--- src/dtc_consts.svh ---
// offsets, field positions, reset values and counts of the debug trace compare unit
`ifndef DTC_CONSTS_SVH
`define DTC_CONSTS_SVH

`define DTC_ADDR_W 4
`define DTC_OFF_CMPA_HI 4'h0
`define DTC_OFF_CMPA_LO 4'h1
`define DTC_OFF_CMPB_HI 4'h2
`define DTC_OFF_CMPB_LO 4'h3
`define DTC_OFF_TRACE_HI 4'h4
`define DTC_OFF_TRACE_LO 4'h5
`define DTC_OFF_CTL 4'h6
`define DTC_OFF_TRG 4'h7
`define DTC_OFF_STAT 4'h8
`define DTC_OFF_FRST 4'h9

`define DTC_CTL_EN 7
`define DTC_CTL_ARM 6
`define DTC_CTL_TAG 5
`define DTC_CTL_BREAK_REQUEST_ENABLE 4
`define DTC_CTL_RWA 3
`define DTC_CTL_CMP_A_DIRECTION_QUALIFY 2
`define DTC_CTL_RWB 1
`define DTC_CTL_CMP_B_DIRECTION_QUALIFY 0
`define DTC_FRST_BIT 0
`define DTC_TRG_BEGIN 6
`define DTC_TRG_MASK 8'hCF
`define DTC_STAT_AF 7
`define DTC_STAT_BF 6
`define DTC_STAT_CAPTURE_ACTIVE_FLAG 5

`define DTC_TRG_A_ONLY 4'h0
`define DTC_TRG_A_OR_B 4'h1
`define DTC_TRG_EVENT_B 4'h3

`define DTC_RST_BYTE 8'h00
`define DTC_RST_WORD 16'h0000
`define DTC_FIFO_DEPTH 8
`define DTC_CNT_FULL 4'h8
`define DTC_CNT_LAST 4'h7

`define DTC_HOFF_TGT_ADDR 3'h0
`define DTC_HOFF_TGT_DATA 3'h1
`define DTC_HOFF_CMD 3'h2
`define DTC_HOFF_RES_LO 3'h3
`define DTC_HOFF_RES_HI 3'h4
`define DTC_HOFF_STATUS 3'h5
`define DTC_CMD_WRITE 0
`define DTC_CMD_READ 1
`define DTC_CMD_BKGD 2
`define DTC_CMD_WORD 3
`define DTC_CMD_PRIME 4
`define DTC_PRIME_READS 4'h8

`endif

--- src/dtc_if.sv ---
// register link between the debug host and the trace compare unit
`timescale 1ns/1ps
`include "dtc_consts.svh"
interface dtc_if;
    logic [`DTC_ADDR_W-1:0] addr;
    logic [7:0] wdata;
    logic wr;
    logic rd;
    logic bkgd;
    logic [7:0] rdata;
    modport dev (input addr, input wdata, input wr, input rd, input bkgd, output rdata);
    modport host (output addr, output wdata, output wr, output rd, output bkgd, input rdata);
endinterface

--- src/dtc_device.sv ---
// debug trace compare unit: comparators, trace fifo, control and forced reset
`timescale 1ns/1ps
`include "dtc_consts.svh"
module dtc_device (
    input wire logic clk,
    input wire logic rst,
    input wire logic ce,
    dtc_if.dev link,
    input wire logic [15:0] cpuAddr,
    input wire logic [7:0] cpuData,
    input wire logic cpuValid,
    input wire logic cpuRead,
    input wire logic cpuFetch,
    input wire logic secure,
    output logic breakReq,
    output logic breakTag,
    output logic mcuReset
);
    logic [15:0] cmpA_q, cmpA_d, cmpB_q, cmpB_d;
    logic [7:0] ctl_q, ctl_d, trg_q, trg_d, rdata_q, rdata_d;
    logic armed_q, armed_d, started_q, started_d;
    logic flagA_q, flagA_d, flagB_q, flagB_d;
    logic [3:0] cnt_q, cnt_d;
    logic [15:0] fifo_q [0:`DTC_FIFO_DEPTH-1];
    logic [15:0] fifo_d [0:`DTC_FIFO_DEPTH-1];
    logic [15:0] lastFetch_q, lastFetch_d;
    logic brk_q, brk_d, tag_q, tag_d, frst_q, frst_d;
    logic matchA, matchB, enable, eventOnly, beginTrace, trigger;
    logic store, runEnd, shiftEn;
    logic [15:0] shiftVal;

    always_comb begin
        cmpA_d = cmpA_q;
        cmpB_d = cmpB_q;
        ctl_d = ctl_q;
        trg_d = trg_q;
        armed_d = armed_q;
        started_d = started_q;
        flagA_d = flagA_q;
        flagB_d = flagB_q;
        cnt_d = cnt_q;
        fifo_d = fifo_q;
        lastFetch_d = lastFetch_q;
        rdata_d = `DTC_RST_BYTE;
        brk_d = 1'b0;
        frst_d = 1'b0;
        tag_d = ctl_q[`DTC_CTL_TAG];
        store = 1'b0;
        runEnd = 1'b0;
        shiftEn = 1'b0;
        shiftVal = cpuAddr;

        matchA = cpuValid && (cpuAddr == cmpA_q) &&
                 (!ctl_q[`DTC_CTL_CMP_A_DIRECTION_QUALIFY] || (cpuRead == ctl_q[`DTC_CTL_RWA]));
        matchB = cpuValid && (cpuAddr == cmpB_q) &&
                 (!ctl_q[`DTC_CTL_CMP_B_DIRECTION_QUALIFY] || (cpuRead == ctl_q[`DTC_CTL_RWB]));
        enable = ctl_q[`DTC_CTL_EN];
        eventOnly = (trg_q[3:0] == `DTC_TRG_EVENT_B);
        // event-only runs are always begin traces
        beginTrace = trg_q[`DTC_TRG_BEGIN] || eventOnly;
        trigger = 1'b0;
        if (trg_q[3:0] == `DTC_TRG_A_ONLY) begin
            trigger = matchA;
        end else if (trg_q[3:0] == `DTC_TRG_A_OR_B) begin
            trigger = matchA || matchB;
        end else if (eventOnly) begin
            trigger = matchB;
        end

        if (cpuValid && cpuFetch) begin
            lastFetch_d = cpuAddr;
        end

        if (armed_q && enable) begin
            if (matchA) begin
                flagA_d = 1'b1;
            end
            if (matchB) begin
                flagB_d = 1'b1;
            end
            if (eventOnly) begin
                store = matchB;
                shiftVal = {8'h00, cpuData};
            end else if (beginTrace) begin
                store = cpuValid && cpuFetch && (started_q || trigger);
            end else begin
                store = cpuValid && cpuFetch;
            end
            if (trigger) begin
                started_d = 1'b1;
            end
            // end trace stops at the trigger, begin trace when the eighth word lands
            if (!beginTrace && trigger) begin
                runEnd = 1'b1;
            end
            if (beginTrace && store && (cnt_q == `DTC_CNT_LAST)) begin
                runEnd = 1'b1;
            end
        end
        if (store) begin
            shiftEn = 1'b1;
            if (cnt_q != `DTC_CNT_FULL) begin
                cnt_d = cnt_q + 4'h1;
            end
        end
        if (runEnd) begin
            armed_d = 1'b0;
            brk_d = ctl_q[`DTC_CTL_BREAK_REQUEST_ENABLE];
        end

        if (link.rd) begin
            if (link.addr == `DTC_OFF_CMPA_HI) begin
                rdata_d = cmpA_q[15:8];
            end else if (link.addr == `DTC_OFF_CMPA_LO) begin
                rdata_d = cmpA_q[7:0];
            end else if (link.addr == `DTC_OFF_CMPB_HI) begin
                rdata_d = cmpB_q[15:8];
            end else if (link.addr == `DTC_OFF_CMPB_LO) begin
                rdata_d = cmpB_q[7:0];
            end else if (link.addr == `DTC_OFF_TRACE_HI) begin
                rdata_d = eventOnly ? `DTC_RST_BYTE : fifo_q[0][15:8];
            end else if (link.addr == `DTC_OFF_TRACE_LO) begin
                rdata_d = fifo_q[0][7:0];
                // armed: data stays put so a run in progress is not disturbed
                if (!armed_q) begin
                    shiftEn = 1'b1;
                    shiftVal = lastFetch_q;
                end
            end else if (link.addr == `DTC_OFF_CTL) begin
                rdata_d = {ctl_q[7], armed_q, ctl_q[5:0]};
            end else if (link.addr == `DTC_OFF_TRG) begin
                rdata_d = trg_q;
            end else if (link.addr == `DTC_OFF_STAT) begin
                rdata_d = {flagA_q, flagB_q, armed_q, 1'b0, cnt_q};
            end else begin
                rdata_d = `DTC_RST_BYTE;
            end
        end

        if (shiftEn) begin
            for (int i = 0; i < `DTC_FIFO_DEPTH - 1; i++) begin
                fifo_d[i] = fifo_q[i + 1];
            end
            fifo_d[`DTC_FIFO_DEPTH - 1] = shiftVal;
        end

        // writes come last so a new arm wins over a run ending in the same cycle
        if (link.wr) begin
            if (link.addr == `DTC_OFF_FRST) begin
                if (link.bkgd && link.wdata[`DTC_FRST_BIT]) begin
                    frst_d = 1'b1;
                end
            end else if (link.addr == `DTC_OFF_CMPA_HI) begin
                if (!armed_q) begin
                    cmpA_d[15:8] = link.wdata;
                end
            end else if (link.addr == `DTC_OFF_CMPA_LO) begin
                if (!armed_q) begin
                    cmpA_d[7:0] = link.wdata;
                end
            end else if (link.addr == `DTC_OFF_CMPB_HI) begin
                if (!armed_q) begin
                    cmpB_d[15:8] = link.wdata;
                end
            end else if (link.addr == `DTC_OFF_CMPB_LO) begin
                if (!armed_q) begin
                    cmpB_d[7:0] = link.wdata;
                end
            end else if (link.addr == `DTC_OFF_CTL) begin
                ctl_d = link.wdata;
                ctl_d[`DTC_CTL_EN] = link.wdata[`DTC_CTL_EN] && !secure;
                ctl_d[`DTC_CTL_ARM] = 1'b0;
                armed_d = link.wdata[`DTC_CTL_ARM] && ctl_d[`DTC_CTL_EN];
                if (armed_d && !armed_q) begin
                    cnt_d = 4'h0;
                    started_d = 1'b0;
                    flagA_d = 1'b0;
                    flagB_d = 1'b0;
                end
            end else if (link.addr == `DTC_OFF_TRG) begin
                if (!armed_q) begin
                    trg_d = link.wdata & `DTC_TRG_MASK;
                end
            end
        end
    end

    always_ff @(posedge clk or posedge rst) begin
        if (rst) begin
            cmpA_q <= `DTC_RST_WORD;
            cmpB_q <= `DTC_RST_WORD;
            ctl_q <= `DTC_RST_BYTE;
            trg_q <= `DTC_RST_BYTE;
            rdata_q <= `DTC_RST_BYTE;
            armed_q <= 1'b0;
            started_q <= 1'b0;
            flagA_q <= 1'b0;
            flagB_q <= 1'b0;
            cnt_q <= 4'h0;
            for (int i = 0; i < `DTC_FIFO_DEPTH; i++) begin
                fifo_q[i] <= `DTC_RST_WORD;
            end
            lastFetch_q <= `DTC_RST_WORD;
            brk_q <= 1'b0;
            tag_q <= 1'b0;
            frst_q <= 1'b0;
        end else if (ce) begin
            cmpA_q <= cmpA_d;
            cmpB_q <= cmpB_d;
            ctl_q <= ctl_d;
            trg_q <= trg_d;
            rdata_q <= rdata_d;
            armed_q <= armed_d;
            started_q <= started_d;
            flagA_q <= flagA_d;
            flagB_q <= flagB_d;
            cnt_q <= cnt_d;
            fifo_q <= fifo_d;
            lastFetch_q <= lastFetch_d;
            brk_q <= brk_d;
            tag_q <= tag_d;
            frst_q <= frst_d;
        end
    end

    assign link.rdata = rdata_q;
    assign breakReq = brk_q;
    assign breakTag = tag_q;
    assign mcuReset = frst_q;
endmodule

--- src/flat_wrapper.sv ---
// flat-port wrapper written by rule: the top's interface ports become plain ports
module dtc_device_flat 
  (clk, rst, ce, cpuAddr, cpuData, cpuValid, cpuRead, cpuFetch, secure, breakReq, breakTag, mcuReset, link_addr, link_wdata, link_wr, link_rd, link_bkgd, link_rdata);
  dtc_if link_i ();
  input wire logic clk;
  input wire logic rst;
  input wire logic ce;
  input wire logic [15:0] cpuAddr;
  input wire logic [7:0] cpuData;
  input wire logic cpuValid;
  input wire logic cpuRead;
  input wire logic cpuFetch;
  input wire logic secure;
  output logic breakReq;
  output logic breakTag;
  output logic mcuReset;
  input wire logic [$bits(link_i.addr)-1:0] link_addr;
  input wire logic [$bits(link_i.wdata)-1:0] link_wdata;
  input wire logic [$bits(link_i.wr)-1:0] link_wr;
  input wire logic [$bits(link_i.rd)-1:0] link_rd;
  input wire logic [$bits(link_i.bkgd)-1:0] link_bkgd;
  output wire logic [$bits(link_i.rdata)-1:0] link_rdata;
  assign link_i.addr = link_addr;
  assign link_i.wdata = link_wdata;
  assign link_i.wr = link_wr;
  assign link_i.rd = link_rd;
  assign link_i.bkgd = link_bkgd;
  assign link_rdata = link_i.rdata;
  dtc_device u_core (.clk(clk), .rst(rst), .ce(ce), .link(link_i), .cpuAddr(cpuAddr), .cpuData(cpuData), .cpuValid(cpuValid), .cpuRead(cpuRead), .cpuFetch(cpuFetch), .secure(secure), .breakReq(breakReq), .breakTag(breakTag), .mcuReset(mcuReset));
endmodule
--- config.mk ---
export PLATFORM = sky130hd
export DESIGN_NAME = dtc_device_flat
export DESIGN_NICKNAME = d
export VERILOG_FILES = /design/src/dtc_if.sv /design/src/dtc_device.sv /design/src/flat_wrapper.sv
export VERILOG_INCLUDE_DIRS = /design/src
export SDC_FILE = /design/constraint.sdc
export NUM_CORES = 1
export LEC_CHECK = 0
export BUFFER_PORTS_ARGS = -buffer_cell sky130_fd_sc_hd__buf_2
export CAP_MARGIN = 10
export CORE_AREA = 8 8 144 146
export CTS_BUF_LIST = sky130_fd_sc_hd__clkbuf_4 sky130_fd_sc_hd__clkbuf_8
export CTS_CLUSTER_SIZE = 12
export DETAILED_ROUTE_END_ITERATION = 8
export DIE_AREA = 0 0 152 154
export PLACE_DENSITY = 0.72
export RECOVER_POWER = 50
export SYNTH_ARGS = -nofsm -noshare
export SYNTH_HDL_FRONTEND = slang
export SYNTH_SLANG_ARGS = --single-unit
--- constraint.sdc ---
create_clock -name clk -period 8.2 [get_ports clk]
set_input_delay 1.64 -clock clk [delete_from_list [all_inputs] [get_ports clk]]
set_output_delay 1.64 -clock clk [all_outputs]
set_load 0.01 [all_outputs]
==> results.cfg <==
[status]
status = finished, final reports clean

[detailed_routing]
postRouteAntennaNets = 0
vias_per_cell = 5.87
drtIter0Drc = 418
post_drt_wl_per_cell_um = 21.7
dr_total_vias = 6227
drt-pass1-iter-count = 6
drt_wl_total_mm = 23.0
route.detailed.drc = 0

[power_and_ir_drop]
p_leak_uw = 0.00509
finalPower_uw = 2480
power.density_mw_per_mm2 = 226
ir_worst_vdd_uv = 142

[clock_network]
cts_sinks = 208
ctsHoldBuffers = 0
cts_buffers = 37
clkTransAtPathRegs_ns = 0.05
cts_resized = 0
cts.path.max_buffers = 3
worstSkewPairLatency_ns = 0.53
h-tree-depth = 2
cts_setup_buffers = 0
cts_tree = yes
root_buffer = clkbuf_8

[critical_path]
path_depth = 7
crit_end = u_core.fifo_q[70]
r2r-end = u_core.fifo_q[70]
r2r_cells = 8
criticalPathCategory = input pin to flop
arrival_ns = 5.45
slowest_delay_ns = 0.93
path_buf_inv = 3
rrSetupSlack_ns = 4.29
cp_top_family = buffers and inverters
critPathLaunch = link_addr[0]
r2r_start = u_core.cmpB_q[10]
critPathLaunchType = input pin
end_kind = flop
worstPathMaxFanout = 78
cpMaxStageDelayCell = and4b_1
crit_chain = buf_2 > inv_1 > nor2_1 > and4b_1 > a21o_4 > buf_12 > mux2_2
cp.required_ns = 8.59

[yosys]
avgSynthCellArea_um2 = 13.4
ys_ff_latch = 208
async_flop_share_pct = 100
synth_nets = 788
yosys.area.top_type_share_pct = 52.5
synth_edf_count = 0
ys_seq_area_share_pct = 52.5
synthCells = 740
synthFlopType = dfrtp_1
synth_warnings = 0
synth_cell_types = 57
yosysTopAreaCell = dfrtp_1
synthTopCellsByArea = dfrtp_1 52%, mux2_4 15%, mux2_2 11%, o21ai_0 2.5%, nand2_1 2.3%
syn_area_mm2 = 0.00992

[cells_and_area]
num_antenna_cells = 0
nFillCells = 1459
fin_nets = 849
layout.cells.most_common = dfrtp_1
syn_to_final_growth_pct = 10.4
drive_gt1_share_pct = 37.4
final_cell_mix = 208 x dfrtp_1, 100 x mux2_4, 95 x mux2_2, 60 x nand2_1, 49 x o21ai_0

[timing]
hold_viol_final = 0
fmax_mhz = 197
rsz0062_at_grt = false
fin_crit_sh_pct = 61.8
drv_slew = 0
worstMarginPinSlew_ns = 1.26
setup_violations = 0
fin_skew_ns = 0.0288
maxSlewHeadroom_pct = 15.9
tns_ns = 0
postLayoutSetupSlackWorst_ns = 3.14
fin_crit_ns = 5.06

[grt]
grt_max_degree = 126
grt_pass1_wl_mm = 36.5
gr-usage-met3_pct = 2.80
antenna_found_initial = 0
grt_pass1_vias = 6566
grt_use_total_pct = 19.8
overflow = 0
grt_busiest_layer = met2
grt.met1_usage_pct = 26.1
met2_usage_pct = 31.9

[hold_path]
hp-start = u_core.breakReq
holdCritPathClass = flop to flop

[die]
die_y_um = 154
dieWidth_um = 152
fp.coreArea_mm2 = 0.0185
die_area_mm2 = 0.0234
core.rowCount = 50
start_util_pct = 53.8
ios = 57

[place]
place_ws_ns = 2.73
routabilityCongestion = 0.917
place_hpwl_mm = 15.7
port_buffers = 56

[job]
cap_viol_max_count = 0
## cell families (layout without fill, tap and decap cells)
| family | after synthesis | in the layout | share of synthesized area [%] |
|---|---|---|---|
| buf+inv | 47 | 133 | 3.88 |
| simple gates | 131 | 131 | 6.39 |
| mux | 204 | 204 | 26.8 |
| flops | 208 | 208 | 52.5 |
| fa+ha+maj | 2 | 2 | 0.252 |
| xor+xnor | 31 | 31 | 2.74 |
| compound gates | 117 | 117 | 7.46 |
## report_power, final
part / leakage (uW) / total, uW / switching (uW) / internal (uW)
Combinational: 0.00189 / 267 / 128 / 139
Clock: 0.000413 / 1010 / 428 / 585
Sequential: 0.00279 / 1200 / 76.2 / 1120
Total: 0.00509 / 2480 / 632 / 1840
## stage by stage
stage,hold slack (ns),cells,instance area (um^2),util [%]
final,0.485,1060,11000,59.4
after CTS,0.488,1060,11000,59.5
after floorplan,0.450,740,9920,-
after detailed placement,0.472,996,10200,55.2
after global routing,0.501,1060,11000,59.4
after global placement,0.468,996,10200,55.2
## layer usage
| layer | up-vias | share of wire [%] |
|---|---|---|
| met5 | - | 0 |
| met2 | 194 | 47 |
| li1 | 2792 | - |
| met1 | 3174 | 45 |
| met3 | 67 | 3.9 |
| met4 | 0 | 3.9 |
## cell type report
class	count	area (um^2)	area share, %
timing repair buffer	59	298	2.72
tap	234	293	2.67
clock buffer	52	659	6.02
clock inverter	12	121	1.11
multi-input combinational	485	4330	39.6
inverter	10	45.0	0.411
sequential	208	5200	47.5
## cell usage after synthesis (4+ instances only)
cell / instances
buf_12: 11
nor3_1: 4
xnor2_1: 9
nand4_1: 5
nor4_1: 5
inv_1: 10
nand3_1: 11
o221ai_1: 6
a21oi_1: 23
mux2_4: 100
and3_1: 5
clkbuf_1: 22
a22o_1: 6
a22oi_1: 7
dfrtp_1: 208
mux2_2: 95
nand2_1: 60
mux2i_1: 9
o21a_1: 4
nor2b_1: 7
o21ai_0: 49
xor2_1: 22
nor2_1: 18
## sequential cells by signal, summed over array words and instances, names as in the netlist, 4 cells and up
register / count
u_core.cnt_q: 4
u_core.fifo_q: 128
u_core.ctl_q: 7
u_core.cmpB_q: 16
u_core.trg_q: 6
u_core.lastFetch_q: 16
u_core.cmpA_q: 16
u_core.link.rdata: 8
## how the worst min path moves through the flow
stage / end / slack (ns) / cells past startpoint
after floorplan: u_core.lastFetch_q[0] / 0.45 / 2
after global placement: u_core.breakReq / 0.47 / 1
after detailed placement: u_core.link.rdata[5] / 0.47 / 1
after CTS: u_core.link.rdata[5] / 0.49 / 1
after global routing: u_core.breakReq / 0.50 / 1
final: u_core.breakReq / 0.49 / 1
Note: power is estimated with default switching activity, not from simulation.
